`src/tx_status_params.svh`:
```
// constants and register layout for the transmit control and status block
//
// Summary of operation
// - hardware reset clears the whole transmit control register to zero.
// - software reset clears only transmit_go and pause_send_request in the control register.
// - pause_send_request self-clears when the control frame has been sent.
// - writing zero to pause_send_request does nothing.
// - bit 21 marks a pause frame sent, bit 20 any control frame.
// - bit 19 tagged, 18 broadcast, 17 multicast; 18 and 17 zero mean unicast.
// - bit 16 set when heartbeat was missing at end of transmission.
// - bit 15 shows transmission halted by transmit_go clear or immediate stop.
// - bit 14 set when a packet was sent or discarded.
// - bit 13 set on transmit fifo parity fault.
// - bit 12 set on collision after 512 bit times.
// - bit 10 set on carrier never seen or lost; bit 11 reserved.
// - bit 9 set when deferral exceeds the limit for the link speed; the block picks that limit by control bit 7 (SQE check).
// - bit 8 set when the fifo runs empty mid-frame.
// - bit 7 set when an enabled interrupt condition occurs.
// - bit 6 set when transmitter paused after the current packet.
// - bit 5 set when a packet had to defer.
// - sixteen collisions set bit 4, drop the packet, go to the next.
// - bits 3:0 count collisions; zero whenever bit 4 is set.
// - status clears on software reset and at start of each packet.
// - flags always set; interrupt raised only when enabled.
// - clearing transmit_go stops transmission at once.
`ifndef TX_STATUS_PARAMS_SVH
`define TX_STATUS_PARAMS_SVH

`define CTRL_OFFSET      8'h48
`define STAT_OFFSET      8'h4c
`define CTRL_RESET       32'h0000_0000
`define STAT_RESET       32'h0000_0000
`define CTRL_GO          0
`define CTRL_HALT_REQ    1
`define CTRL_NO_PAD      2
`define CTRL_NO_CRC      3
`define CTRL_FAST_BACK   4
`define CTRL_NO_EXDEF    5
`define CTRL_PAUSE_REQ   6
`define CTRL_SQE_CHECK   7
`define CTRL_EN_UNDER    8
`define CTRL_EN_OVERLONG_DEFERRAL_FLAG  9
`define CTRL_EN_CARRIER_LOSS_FLAG    10
`define CTRL_EN_TOO_MANY_COLLISIONS   11
`define CTRL_EN_LATE     12
`define CTRL_EN_PAR      13
`define CTRL_EN_DONE     14
`define CTRL_WIDTH       15
`define ST_PAUSE         21
`define ST_CTRL_FRAME    20
`define ST_TAGGED        19
`define ST_BCAST         18
`define ST_MCAST         17
`define ST_HEARTBEAT     16
`define ST_HALTED        15
`define ST_DONE          14
`define ST_PARITY        13
`define ST_LATE          12
`define ST_CARRIER_LOSS_FLAG         10
`define ST_OVERLONG_DEFERRAL_FLAG       9
`define ST_UNDER         8
`define ST_IRQ           7
`define ST_PAUSED        6
`define ST_DEFER         5
`define ST_TOO_MANY_COLLISIONS        4
`define ST_WIDTH         22
`define CLK_PERIOD_NS    8
`define DEFER_100_NS     242880
`define DEFER_10_NS      2428800
`define DEFER_100_CYC    (`DEFER_100_NS / `CLK_PERIOD_NS)
`define DEFER_10_CYC     (`DEFER_10_NS / `CLK_PERIOD_NS)
`define MAX_COLLISIONS   16
`define LATE_BYTES       64

`endif

```
`src/tx_status_pkg.sv`:
```
// types shared by the transmit control and status block
package tx_status_pkg;
   typedef enum logic [1:0] {
      tx_idle,
      tx_defer,
      tx_send
   } tx_state_t;
endpackage

```
`src/defer_timer.sv`:
```
// deferral timer: flags when waiting for the medium runs past the limit
`timescale 1ns/1ps
`include "tx_status_params.svh"
module defer_timer #(
   parameter int unsigned LIMIT_FAST = `DEFER_100_CYC,
   parameter int unsigned LIMIT_SLOW = `DEFER_10_CYC
) (
   input  wire logic clk,
   input  wire logic sys_rst,
   input  wire logic waiting,
   input  wire logic slow_link,
   output logic      overlong
);
   logic [31:0] count_reg;
   logic [31:0] count_next;
   wire  [31:0] limit_sel = slow_link ? 32'(LIMIT_SLOW) : 32'(LIMIT_FAST);
   wire         at_limit  = (count_reg >= limit_sel);

   assign count_next = !waiting ? 32'h0 : (at_limit ? count_reg : count_reg + 32'h1);
   assign overlong   = waiting && at_limit;

   always_ff @(posedge clk) begin
      if (sys_rst) begin
         count_reg <= 32'h0;
      end else begin
         count_reg <= count_next;
      end
   end
endmodule

```
`src/tx_status_ctrl.sv`:
```
// transmit control register, per-packet status word and transmit sequencer
`timescale 1ns/1ps
`include "tx_status_params.svh"
module tx_status_ctrl #(
   parameter int unsigned LIMIT_FAST = `DEFER_100_CYC,
   parameter int unsigned LIMIT_SLOW = `DEFER_10_CYC
) (
   input  wire logic        clk,
   input  wire logic        sys_rst,
   input  wire logic        soft_rst,
   input  wire logic [7:0]  reg_addr,
   input  wire logic [31:0] reg_wdata,
   input  wire logic        reg_wr,
   input  wire logic        reg_rd,
   output logic      [31:0] reg_rdata,
   input  wire logic        immediate_stop,
   input  wire logic        pkt_ready,
   input  wire logic        pkt_is_ctrl,
   input  wire logic        pkt_is_pause,
   input  wire logic        pkt_tagged,
   input  wire logic        pkt_bcast,
   input  wire logic        pkt_mcast,
   input  wire logic        fifo_empty,
   input  wire logic        fifo_parity,
   input  wire logic        last_byte,
   input  wire logic        medium_busy,
   input  wire logic        collision_pin,
   input  wire logic        carrier_pin,
   input  wire logic        heartbeat_pin,
   input  wire logic        byte_tick,
   output logic             tx_active,
   output logic             pkt_done,
   output logic             tx_irq
);
   logic [`CTRL_WIDTH-1:0] ctrl_reg;
   logic [`CTRL_WIDTH-1:0] ctrl_next;
   logic [`ST_WIDTH-1:0]   stat_reg;
   logic [`ST_WIDTH-1:0]   stat_next;
   logic [31:0]            rdata_reg;
   logic [6:0]             byte_cnt_reg;
   logic                   active_reg;
   logic                   done_reg;
   logic                   irq_reg;
   logic                   halted_reg;
   logic                   paused_reg;
   logic                   car_seen_reg;
   tx_status_pkg::tx_state_t state_reg;
   tx_status_pkg::tx_state_t state_next;

   // three-stage pin synchronisers
   logic [2:0] col_s;
   logic [2:0] car_s;
   logic [2:0] hb_s;
   logic       col_q;
   logic       car_q;
   logic       hb_q;
   always_ff @(posedge clk) begin
      if (sys_rst) begin
         col_s <= 3'h0;
         car_s <= 3'h0;
         hb_s  <= 3'h0;
         col_q <= 1'b0;
         car_q <= 1'b0;
         hb_q  <= 1'b0;
      end else begin
         col_s <= {col_s[1:0], collision_pin};
         car_s <= {car_s[1:0], carrier_pin};
         hb_s  <= {hb_s[1:0], heartbeat_pin};
         if (col_s[1] == col_s[2]) col_q <= col_s[2];
         if (car_s[1] == car_s[2]) car_q <= car_s[2];
         if (hb_s[1] == hb_s[2]) hb_q <= hb_s[2];
      end
   end
   logic col_prev;
   always_ff @(posedge clk) begin
      if (sys_rst) col_prev <= 1'b0;
      else col_prev <= col_q;
   end
   wire col_event = col_q && !col_prev;

   // register decode
   wire sel_ctrl  = (reg_addr == `CTRL_OFFSET);
   wire sel_stat  = (reg_addr == `STAT_OFFSET);
   wire wr_ctrl   = reg_wr && sel_ctrl;
   wire go        = ctrl_reg[`CTRL_GO];
   wire stopping  = !go || immediate_stop;
   // halt is an event: the moment stopping rises, soft reset excluded
   wire halt_event = stopping && !halted_reg;
   wire [`CTRL_WIDTH-1:0] en_mask = ctrl_reg;

   // sequencer conditions
   wire in_send     = (state_reg == tx_status_pkg::tx_send);
   wire in_defer    = (state_reg == tx_status_pkg::tx_defer);
   wire start_pkt   = (state_reg == tx_status_pkg::tx_idle) && pkt_ready && !stopping
                      && !ctrl_reg[`CTRL_HALT_REQ];
   wire late        = (byte_cnt_reg >= 7'(`LATE_BYTES));
   wire coll_now    = in_send && col_event;
   wire [3:0] coll_cnt = stat_reg[3:0];
   wire coll_limit  = coll_now && !late && (coll_cnt == 4'(`MAX_COLLISIONS - 1));
   wire frame_end   = in_send && byte_tick && last_byte;
   wire underrun    = in_send && fifo_empty && !last_byte;
   // carrier lost after being seen, or never seen by the end of the frame
   wire lost_car    = in_send && !car_q && (car_seen_reg || frame_end);
   wire hb_miss     = frame_end && ctrl_reg[`CTRL_SQE_CHECK] && !hb_q;
   wire overlong;
   wire ex_defer    = overlong && !ctrl_reg[`CTRL_NO_EXDEF];
   wire finish      = frame_end || coll_limit || (coll_now && late) || underrun;
   wire abort       = (in_send || in_defer) && stopping;
   wire pkt_end     = (finish && !abort) || ex_defer;

   defer_timer #(
      .LIMIT_FAST (LIMIT_FAST),
      .LIMIT_SLOW (LIMIT_SLOW)
   ) u_defer (
      .clk       (clk),
      .sys_rst   (sys_rst),
      .waiting   (in_defer),
      .slow_link (ctrl_reg[`CTRL_SQE_CHECK]),
      .overlong  (overlong)
   );

   always_comb begin
      state_next = state_reg;
      unique case (state_reg)
         tx_status_pkg::tx_idle: begin
            if (start_pkt) state_next = tx_status_pkg::tx_defer;
         end
         tx_status_pkg::tx_defer: begin
            if (abort || ex_defer) state_next = tx_status_pkg::tx_idle;
            else if (!medium_busy) state_next = tx_status_pkg::tx_send;
         end
         tx_status_pkg::tx_send: begin
            if (abort || finish) state_next = tx_status_pkg::tx_idle;
            else if (coll_now) state_next = tx_status_pkg::tx_defer;
         end
      endcase
   end

   // control register: writes, self-clear of the pause request, soft reset
   wire pause_sent = pkt_end && pkt_is_ctrl;
   always_comb begin
      ctrl_next = ctrl_reg;
      if (wr_ctrl) begin
         ctrl_next = reg_wdata[`CTRL_WIDTH-1:0];
         ctrl_next[`CTRL_PAUSE_REQ] = ctrl_reg[`CTRL_PAUSE_REQ]
                                      | reg_wdata[`CTRL_PAUSE_REQ];
      end
      if (pause_sent) ctrl_next[`CTRL_PAUSE_REQ] = 1'b0;
      if (wr_ctrl && reg_wdata[`CTRL_PAUSE_REQ]) ctrl_next[`CTRL_PAUSE_REQ] = 1'b1;
      if (soft_rst) begin
         ctrl_next[`CTRL_GO] = 1'b0;
         ctrl_next[`CTRL_PAUSE_REQ] = 1'b0;
      end
   end

   // status word; collision count reads zero once sixteen collisions abandon the packet
   wire [3:0] coll_inc = coll_now && !coll_limit ? coll_cnt + 4'h1 : coll_cnt;
   wire any_enabled = (underrun && en_mask[`CTRL_EN_UNDER])
                    || (ex_defer && en_mask[`CTRL_EN_OVERLONG_DEFERRAL_FLAG])
                    || (lost_car && en_mask[`CTRL_EN_CARRIER_LOSS_FLAG])
                    || (coll_limit && en_mask[`CTRL_EN_TOO_MANY_COLLISIONS])
                    || (coll_now && late && en_mask[`CTRL_EN_LATE])
                    || (fifo_parity && in_send && en_mask[`CTRL_EN_PAR])
                    || (pkt_end && en_mask[`CTRL_EN_DONE])
                    || (hb_miss && en_mask[`CTRL_EN_DONE]);
   always_comb begin
      stat_next = stat_reg;
      if (start_pkt) stat_next = '0;
      if (in_send && pkt_is_pause)   stat_next[`ST_PAUSE]      = 1'b1;
      if (in_send && pkt_is_ctrl)    stat_next[`ST_CTRL_FRAME] = 1'b1;
      if (in_send && pkt_tagged)     stat_next[`ST_TAGGED]     = 1'b1;
      if (in_send && pkt_bcast)      stat_next[`ST_BCAST]      = 1'b1;
      if (in_send && pkt_mcast && !pkt_bcast) stat_next[`ST_MCAST] = 1'b1;
      if (hb_miss)                   stat_next[`ST_HEARTBEAT]  = 1'b1;
      if (halt_event)                stat_next[`ST_HALTED]     = 1'b1;
      if (pkt_end || abort)          stat_next[`ST_DONE]       = 1'b1;
      if (fifo_parity && in_send)    stat_next[`ST_PARITY]     = 1'b1;
      if (coll_now && late)          stat_next[`ST_LATE]       = 1'b1;
      if (lost_car)                  stat_next[`ST_CARRIER_LOSS_FLAG]      = 1'b1;
      if (ex_defer)                  stat_next[`ST_OVERLONG_DEFERRAL_FLAG]    = 1'b1;
      if (underrun)                  stat_next[`ST_UNDER]      = 1'b1;
      if (any_enabled)               stat_next[`ST_IRQ]        = 1'b1;
      stat_next[`ST_PAUSED] = paused_reg;
      if (in_defer && medium_busy)   stat_next[`ST_DEFER]      = 1'b1;
      if (coll_now)                  stat_next[3:0]            = coll_inc;
      if (coll_limit) begin
         stat_next[`ST_TOO_MANY_COLLISIONS] = 1'b1;
         stat_next[3:0] = 4'h0;
      end
      stat_next[11] = 1'b0;
      if (soft_rst) stat_next = '0;
   end

   // read mux; status is never written by software
   wire [31:0] rd_mux = sel_ctrl ? 32'(ctrl_reg) :
                        sel_stat ? 32'(stat_reg) : 32'h0;

   always_ff @(posedge clk) begin
      if (sys_rst) begin
         ctrl_reg     <= `CTRL_WIDTH'(`CTRL_RESET);
         stat_reg     <= `ST_WIDTH'(`STAT_RESET);
         state_reg    <= tx_status_pkg::tx_idle;
         rdata_reg    <= 32'h0;
         byte_cnt_reg <= 7'h0;
         active_reg   <= 1'b0;
         done_reg     <= 1'b0;
         irq_reg      <= 1'b0;
         halted_reg   <= 1'b1;
         paused_reg   <= 1'b0;
         car_seen_reg <= 1'b0;
      end else begin
         ctrl_reg   <= ctrl_next;
         stat_reg   <= stat_next;
         state_reg  <= soft_rst ? tx_status_pkg::tx_idle : state_next;
         rdata_reg  <= reg_rd ? rd_mux : 32'h0;
         if (!in_send) byte_cnt_reg <= 7'h0;
         else if (byte_tick && !late) byte_cnt_reg <= byte_cnt_reg + 7'h1;
         active_reg <= (state_next == tx_status_pkg::tx_send) && !soft_rst;
         done_reg   <= pkt_end || abort;
         irq_reg    <= any_enabled;
         halted_reg <= stopping || soft_rst;
         car_seen_reg <= in_send && (car_seen_reg || car_q);
         paused_reg <= pkt_end ? ctrl_reg[`CTRL_HALT_REQ] :
                       (start_pkt ? 1'b0 : paused_reg);
      end
   end

   assign reg_rdata = rdata_reg;
   assign tx_active = active_reg;
   assign pkt_done  = done_reg;
   assign tx_irq    = irq_reg;

   // checks
   soft_reset_ctl_a: assert property (@(posedge clk) disable iff (sys_rst)
      soft_rst |=> !ctrl_reg[`CTRL_GO] && !ctrl_reg[`CTRL_PAUSE_REQ] && stat_reg == '0)
      else $error("soft reset left go, pause request or status set");
   pause_hold_a: assert property (@(posedge clk) disable iff (sys_rst)
      ctrl_reg[`CTRL_PAUSE_REQ] && !soft_rst && !pause_sent |=> ctrl_reg[`CTRL_PAUSE_REQ])
      else $error("pause request dropped without frame completion");
   pause_clear_a: assert property (@(posedge clk) disable iff (sys_rst)
      pause_sent && !(wr_ctrl && reg_wdata[`CTRL_PAUSE_REQ]) |=> !ctrl_reg[`CTRL_PAUSE_REQ])
      else $error("pause request not cleared after control frame");
   too_many_collisions_count_a: assert property (@(posedge clk) disable iff (sys_rst)
      stat_reg[`ST_TOO_MANY_COLLISIONS] |-> stat_reg[3:0] == 4'h0)
      else $error("collision count nonzero with excessive flag");
   too_many_collisions_idle_a: assert property (@(posedge clk) disable iff (sys_rst)
      coll_limit && !soft_rst |=> state_reg == tx_status_pkg::tx_idle && stat_reg[`ST_TOO_MANY_COLLISIONS])
      else $error("packet not abandoned after sixteen collisions");
   stop_now_a: assert property (@(posedge clk) disable iff (sys_rst)
      in_send && !go |=> state_reg == tx_status_pkg::tx_idle ##1 !tx_active)
      else $error("transmission continued after go cleared");
   halt_flag_a: assert property (@(posedge clk) disable iff (sys_rst)
      $fell(go) && !$past(immediate_stop) && !$past(soft_rst) && !soft_rst
      |=> stat_reg[`ST_HALTED])
      else $error("halted flag missing");
   start_clear_a: assert property (@(posedge clk) disable iff (sys_rst)
      start_pkt && !soft_rst |=> stat_reg[`ST_DONE] == 1'b0 && stat_reg[3:0] == 4'h0)
      else $error("status not cleared at packet start");
   irq_gate_a: assert property (@(posedge clk) disable iff (sys_rst)
      tx_irq |-> $past(any_enabled))
      else $error("interrupt without enabled condition");
   read_delay_a: assert property (@(posedge clk) disable iff (sys_rst)
      reg_rd && sel_stat |=> reg_rdata == 32'($past(stat_reg)))
      else $error("status read data wrong");
   hw_reset_a: assert property (@(posedge clk)
      sys_rst |=> ctrl_reg == '0)
      else $error("control register not zero after reset");
   cov_done_c: cover property (@(posedge clk) disable iff (sys_rst) frame_end);
   cov_too_many_collisions_c: cover property (@(posedge clk) disable iff (sys_rst) coll_limit);
   cov_pause_c: cover property (@(posedge clk) disable iff (sys_rst) pause_sent);
   cov_stop_c: cover property (@(posedge clk) disable iff (sys_rst) abort);
endmodule

```
`config.mk`:
```
export PLATFORM = sky130hd
export DESIGN_NAME = tx_status_ctrl
export DESIGN_NICKNAME = d
export VERILOG_FILES = /design/src/tx_status_pkg.sv /design/src/defer_timer.sv /design/src/tx_status_ctrl.sv
export VERILOG_INCLUDE_DIRS = /design/src /design/src/src
export SDC_FILE = /design/constraint.sdc
export NUM_CORES = 1
export LEC_CHECK = 0
export BUFFER_PORTS_ARGS = -buffer_cell sky130_fd_sc_hd__buf_2
export CELL_PAD_IN_SITES_DETAIL_PLACEMENT = 1
export CELL_PAD_IN_SITES_GLOBAL_PLACEMENT = 2
export CORE_ASPECT_RATIO = 1.1
export CORE_MARGIN = 1
export CORE_UTILIZATION = 30
export DETAILED_ROUTE_END_ITERATION = 10
export PLACE_DENSITY_LB_ADDON = 0.1
export SYNTH_ARGS = -nofsm -noshare
export SYNTH_HDL_FRONTEND = slang
export SYNTH_HIERARCHICAL = 1
export SYNTH_SLANG_ARGS = --single-unit
```
`constraint.sdc`:
```
create_clock -name clk -period 3.05 [get_ports clk]
set_input_delay 0.4575 -clock clk [delete_from_list [all_inputs] [get_ports clk]]
set_output_delay 0.4575 -clock clk [all_outputs]
set_load 0.1 [all_outputs]
```
==> results.sh, run 1 <==
export IMPL_avgSynthCellArea_um2=9.57
export IMPL_antenna_found_initial=0
export IMPL_crit_start="ctrl_reg[7]"
export IMPL_gr_usage_all_layers_pct=15.9
export IMPL_path_max_fanout=7
export IMPL_required_ns=3.40
export IMPL_skew_ns=0.00716
export IMPL_via_count=3920
export IMPL_io_buffer_count=67
export IMPL_grt_pass1_wl_mm=20.9
export IMPL_mappedNetlistArea_um2=4930
export IMPL_end_kind="flip-flop"
export IMPL_finalCritPeriodShare_pct=92.2
export IMPL_cts_hold_buffers=0
export IMPL_pre_cts_ws_ns=0.0993
export IMPL_tns_ns=0
export IMPL_slew_headroom_pct=44.7
export IMPL_hp_class="primary input to flip-flop"
export IMPL_crit_arrival_ns=3.16
export IMPL_tightest_slew_ns=0.829
export IMPL_core_area_um2=15900
export IMPL_setup_viol=0
export IMPL_antenna_left=0
export IMPL_worstReg2RegStart="ctrl_reg[7]"
export IMPL_timing_fmax_ghz=0.356
export IMPL_io_pins=95
export IMPL_yosysSeqAreaShare_pct=47.9
export IMPL_cts_sinks=118
export IMPL_firstDrtPassIters=4
export IMPL_ys_seq_elements=118
export IMPL_start_util_pct=31.1
export IMPL_placementRows=48
export IMPL_ys_async_sr_fraction_pct=0
export IMPL_clkLatencyLatePin_ns=0.41
export IMPL_clk_path_buf_depth=2
export IMPL_drive_gt1_share_pct=22.7
export IMPL_power_leakage_nw=2.47
export IMPL_grt_max_degree=27
export IMPL_post_dp_cell_area_um2=5450
export IMPL_area_delta_synth_final_pct=23.6
export IMPL_place_hpwl_mm=9.44
export IMPL_drt_total_wl_mm=12.8
export IMPL_wire_per_inst_um=16.0
export IMPL_largest_reg_flops=32
export IMPL_htree_num_levels=4
export IMPL_post_cts_buffers=0
export IMPL_worst_slack_ns=0.237
export IMPL_synth_flop_cell="dfxtp_1"
export IMPL_globalplace_congestion=0.785
export IMPL_synthDistinctLibCells=67
export IMPL_layout_nets=668
export IMPL_drc=0
export IMPL_final_area_um2=6090
export IMPL_cts_tree="yes"
export IMPL_synth_warnings=6
export IMPL_routed_via_density=4.88
export IMPL_die_y_um=136
export IMPL_overflow=0
export IMPL_reg2reg_setup_slack_ns=0.24
export IMPL_die_x_um=124
export IMPL_clkTransAtPathRegs_ns=0.05
export IMPL_maxCapViolations=0
export IMPL_ir_drop_mv=0.364
export IMPL_cts_buffers=17
export IMPL_cts_root_buffer="clkbuf_16"
export IMPL_dieArea_um2=17000
export IMPL_hold_viol_final=0
export IMPL_fin_crit_ns=2.81
export IMPL_critical_path_class="flip-flop to flip-flop"
export IMPL_drv_slew=0
export IMPL_power_total_mw=3.76
export IMPL_drt_iter0_drc=129
export IMPL_grt_pass1_vias=4059
export IMPL_power_density_nw_per_um2=617
export IMPL_syn_inst=515
export IMPL_status="finished clean"
export IMPL_n_antenna_cell=0
export IMPL_rsz0062_at_grt="false"
export IMPL_hold_start="carrier_pin"
export IMPL_crit_path_start_kind="flip-flop"
export IMPL_synth_edff_count=0
## cell usage after synthesis, types with 3 or more instances
| cell | n | area share [%] |
|---|---|---|
| nand4_1 | 12 | 1.5 |
| buf_6 | 3 | 0.69 |
| inv_1 | 18 | 1.4 |
| nor2_1 | 60 | 4.6 |
| or3_1 | 8 | 1.0 |
| or4_1 | 6 | 0.91 |
| nand2_1 | 27 | 2.1 |
| a22oi_1 | 9 | 1.4 |
| buf_2 | 4 | 0.41 |
| xnor2_1 | 3 | 0.53 |
| nand3_1 | 7 | 0.71 |
| clkbuf_1 | 10 | 0.76 |
| nor3_1 | 4 | 0.41 |
| o21ai_0 | 15 | 1.5 |
| mux2i_1 | 18 | 3.7 |
| nand2b_1 | 5 | 0.63 |
| buf_4 | 12 | 1.8 |
| ha_1 | 17 | 4.3 |
| nor2b_1 | 15 | 1.9 |
| and2_1 | 25 | 3.2 |
| nand3b_1 | 5 | 0.76 |
| dfxtp_1 | 118 | 48 |
| o31ai_1 | 6 | 0.91 |
| a21oi_1 | 31 | 3.1 |
| a22o_1 | 14 | 2.5 |
| o21ai_1 | 3 | 0.30 |
| o2111ai_1 | 3 | 0.53 |
| xor2_1 | 6 | 1.1 |
| and3_1 | 3 | 0.38 |
## cells by family after synthesis
logic type | Yosys count | share of synthesized area, %
buf+inv | 51 | 5.38
simple gates | 199 | 22.3
compound gates | 101 | 14.5
xor+xnor | 9 | 1.60
fa+ha+maj | 17 | 4.31
other cells | 1 | 0.0760
flops | 118 | 47.9
mux | 19 | 3.96
## cells in the final DEF (no fill, tap or decap), types with 3 or more instances in the layout
cell type / synthesis / routed
a21oi_1: 31 / 30
a22o_1: 14 / 14
a22oi_1: 9 / 9
and2_1: 25 / 25
and3_1: 3 / 3
buf_2: 4 / 67
buf_4: 12 / 13
bufinv_16: 0 / 4
clkbuf_16: 0 / 17
clkinv_2: 0 / 5
conb_1: 1 / 10
dfxtp_1: 118 / 118
ha_1: 17 / 17
inv_1: 18 / 17
mux2i_1: 18 / 18
nand2_1: 27 / 27
nand2b_1: 5 / 5
nand3_1: 7 / 7
nand3b_1: 5 / 5
nand4_1: 12 / 12
nor2_1: 60 / 60
nor2b_1: 15 / 14
nor3_1: 4 / 4
o21ai_0: 15 / 15
o21ai_1: 3 / 3
o31ai_1: 6 / 6
or3_1: 8 / 8
or4_1: 6 / 6
xnor2_1: 3 / 3
xor2_1: 6 / 6
## final timing paths
kind / endpoint / cells past startpoint
worst max-delay path: tx_active / 12
worst min-delay path: car_s[0] / 2
worst max register to register: tx_active / 12
worst min register to register: car_s[1] / 1
## critical path, cell delays in order, from the launching register on
cell	delay (ns)
dfxtp_1	0.32
buf_4	0.18
ha_1	0.31
nand4_1	0.16
nor4_2	0.33
o2111ai_2	0.21
o211ai_4	0.13
and2_1	0.19
nand2b_1	0.11
a41o_1	0.25
a31o_2	0.20
a32oi_1	0.20
and2_1	0.17
## layout make-up
cell class                 instances  area, µm²
clock buffer                      19        443
clock inverter                    13        179
fill                            1827       9760
inverter                          19       71.3
multi-input combinational        355       2360
sequential                       118       2360
tap                              200        250
timing repair buffer              80        433
## metal layers
metal	GRT usage (%)	wire length (µm)	vias up
li1	-	-	1942
met1	17.9	5640	1925
met2	29.0	6740	41
met3	4.05	299	12
met4	5.35	155	0
met5	0	0	-
## through the flow
step | hold slack [ns] | utilization, % | std cells
final | 0.261 | 38.4 | 804
after global placement | 0.416 | 34.4 | 772
after CTS | 0.243 | 38.3 | 804
after floorplan | 0.414 | - | 524
after global routing | 0.256 | 38.4 | 804
after detailed placement | 0.431 | 34.4 | 772
## where the power goes
group	total, mW	switching [mW]	internal [mW]
combinational	0.118	0.0886	0.0291
clock	2.10	0.711	1.38
sequential	1.55	0.00194	1.55
total	3.76	0.802	2.96
## repair_timing
| action | 4_1_cts | 5_1_grt |
|---|---|---|
| setup endpoints to repair | 0 | 5 |
| endpoints found under the hold margin | 0 | 0 |
| gates resized for setup | 0 | 5 |
(Power assumes the default switching activity.)
==> inputs of run 2 (changes only) <==
--- a/config.mk
+++ b/config.mk
@@ -7,12 +7,14 @@
 export NUM_CORES = 1
 export LEC_CHECK = 0
 export BUFFER_PORTS_ARGS = -buffer_cell sky130_fd_sc_hd__buf_2
+export CAP_MARGIN = 10
 export CELL_PAD_IN_SITES_DETAIL_PLACEMENT = 1
 export CELL_PAD_IN_SITES_GLOBAL_PLACEMENT = 2
 export CORE_ASPECT_RATIO = 1.1
 export CORE_MARGIN = 1
 export CORE_UTILIZATION = 30
 export DETAILED_ROUTE_END_ITERATION = 10
+export GPL_TIMING_DRIVEN = 0
 export PLACE_DENSITY_LB_ADDON = 0.1
 export SYNTH_ARGS = -nofsm -noshare
 export SYNTH_HDL_FRONTEND = slang
==> run 2 against run 1 <==
  * Wire length increased by 9.3%
  * Design area increased by 6.4%
  * Sequential power about the same
  * Critical path depth increased by 1
  * Total power increased by 3.5%
  * Non-clock buffer count increased by 33
  * Worst setup slack got worse by 0.21 ns
  * First-iteration DRC count increased by 16%
  * Die area unchanged
  * Sequential share of layout area decreased by 2.3 points
  * Register-to-register slack got worse by 0.21 ns
  * Critical endpoint unchanged
  * Largest power group unchanged
==> results.sh, run 2 (synthesis gave the netlist of run 1 again) <==
export IMPL_path_buf_inv=2
export IMPL_core_area_um2=15900
export IMPL_finalCritPeriodShare_pct=99.2
export IMPL_dieArea_um2=17000
export IMPL_hp_class="primary input to flip-flop"
export IMPL_crit_arrival_ns=3.39
export IMPL_required_ns=3.41
export IMPL_power_total_mw=3.89
export IMPL_whs_ns=0.259
export IMPL_io_buffer_count=67
export IMPL_clkTransAtPathRegs_ns=0.06
export IMPL_combinationalPowerShare_pct=3.4
export IMPL_final_util_pct=40.9
export IMPL_cts_root_buffer="clkbuf_16"
export IMPL_worst_slack_ns=0.0249
export IMPL_maxCapViolations=0
export IMPL_fin_cells=837
export IMPL_globalplace_congestion=0.778
export IMPL_final_area_um2=6480
export IMPL_setup_viol=0
export IMPL_largest_reg_flops=32
export IMPL_cp_depth=13
export IMPL_drv_slew=0
export IMPL_hold_viol_final=0
export IMPL_timing_fmax_ghz=0.331
export IMPL_critical_path_class="flip-flop to flip-flop"
export IMPL_drt_iter0_drc=149
export IMPL_place_hpwl_mm=10.2
export IMPL_n_antenna_cell=0
export IMPL_routed_via_density=4.89
export IMPL_pre_cts_ws_ns=-0.990
export IMPL_crit_path_frequent_cell="and2_4"
export IMPL_overflow=0
export IMPL_max_stage_delay_ns=0.37
export IMPL_crit_start="ctrl_reg[7]"
export IMPL_layout_nets=701
export IMPL_die_x_um=124
export IMPL_clkLatencyLatePin_ns=0.41
export IMPL_power_leakage_nw=2.62
export IMPL_drc=0
export IMPL_cts_buffers=17
export IMPL_post_dp_cell_area_um2=5550
export IMPL_cts_hold_buffers=0
export IMPL_placementRows=48
export IMPL_die_y_um=136
export IMPL_antenna_found_initial=0
export IMPL_cts_tree="yes"
export IMPL_seq_power_share_pct=39.8
export IMPL_reg2reg_setup_slack_ns=0.02
export IMPL_gr_usage_all_layers_pct=17.3
export IMPL_layout_common_cells="dfxtp_1, buf_2, nor2_1, a21oi_1, nand2_1"
export IMPL_wire_per_inst_um=16.8
export IMPL_start_util_pct=31.1
export IMPL_clk_path_buf_depth=2
export IMPL_tns_ns=0
export IMPL_r2r_cells=13
export IMPL_slew_headroom_pct=59.0
export IMPL_ir_drop_mv=0.378
export IMPL_via_count=4089
export IMPL_tightest_slew_ns=0.610
export IMPL_power_internal_mw=3.08
export IMPL_worstReg2RegStart="ctrl_reg[7]"
export IMPL_dp_cells=791
export IMPL_firstDrtPassIters=6
export IMPL_final_common_cell="dfxtp_1"
export IMPL_endpoint="tx_active"
export IMPL_path_max_fanout=4
export IMPL_switching_share_pct=21.0
export IMPL_grt_max_degree=17
export IMPL_clock_power_share_pct=56.9
export IMPL_area_delta_synth_final_pct=31.5
export IMPL_drt_total_wl_mm=14.0
export IMPL_skew_ns=0.00389
export IMPL_drive_gt1_share_pct=26.8
export IMPL_p_switching_mw=0.817
export IMPL_r2r_end="tx_active"
export IMPL_antenna_left=0
export IMPL_status="finished clean"
export IMPL_cts_sinks=118
export IMPL_crit_path_start_kind="flip-flop"
export IMPL_end_kind="flip-flop"
export IMPL_grt_pass1_vias=4336
export IMPL_grt_pass1_wl_mm=22.3
export IMPL_path_cells="clkinvlp_4, buf_12, ha_4, nand4_1, nor4_4, o2111ai_2, o211ai_4, and2_4, nand2b_4, a41o_1, a31o_2, a32oi_2, and2_4"
export IMPL_cp_top_family="simple AND/OR/NAND/NOR gates"
export IMPL_power_density_nw_per_um2=601
export IMPL_rsz0062_at_grt="true"
export IMPL_cp_slowest_cell="dfxtp_4"
export IMPL_io_pins=95
export IMPL_fin_crit_ns=3.03
export IMPL_htree_num_levels=4
==> run 2: power by group through the flow <==
| stage | logic [mW] | registers (mW) | clock network (mW) |
|---|---|---|---|
| after floorplan | 0.0867 | 1.58 | 0 |
| after global placement | 0.131 | 1.58 | 0 |
| after detailed placement | 0.132 | 1.58 | 0 |
| after CTS | 0.133 | 1.55 | 2.27 |
| after global routing | 0.140 | 1.55 | 2.33 |
| final | 0.132 | 1.55 | 2.21 |
==> run 2: final cells by class <==
| cell class | count | area [µm²] |
|---|---|---|
| fillers | 1839 | 9370 |
| multi-input cells | 355 | 2480 |
| flip-flops and latches | 118 | 2370 |
| repair buffers | 83 | 484 |
| clock buffers | 20 | 457 |
| well taps | 200 | 250 |
| clock inverters | 12 | 200 |
| plain buffers | 30 | 171 |
| inverters | 19 | 75.1 |
==> run 2: worst min-delay path by stage <==
stage	startpoint	to	slack (ns)	cells after the start
5_1_grt	carrier_pin	car_s[0]	0.26	2
4_1_cts	heartbeat_pin	hb_s[0]	0.24	2
2_1_floorplan	car_s[0]	car_s[1]	0.41	1
3_3_place_gp	col_s[0]	col_s[1]	0.42	1
3_5_place_dp	car_s[0]	car_s[1]	0.43	1
6_report	heartbeat_pin	hb_s[0]	0.26	2
==> run 2: timing repair <==
action,CTS,global route
setup buffers,11,5
gates resized for setup,12,12
endpoints found under the setup margin,19,4
pin swaps,7,16
==> run 2: layer usage <==
| metal | part of all wire (%) | global-route usage (%) | vias to the layer above | routed length (µm) |
|---|---|---|---|---|
| met3 | 2.5 | 4.21 | 15 | 347 |
| li1 | - | - | 2015 | - |
| met5 | 0 | 0 | - | 0 |
| met1 | 42 | 18.5 | 2015 | 5930 |
| met2 | 54 | 32.7 | 44 | 7550 |
| met4 | 1.5 | 6.36 | 0 | 208 |
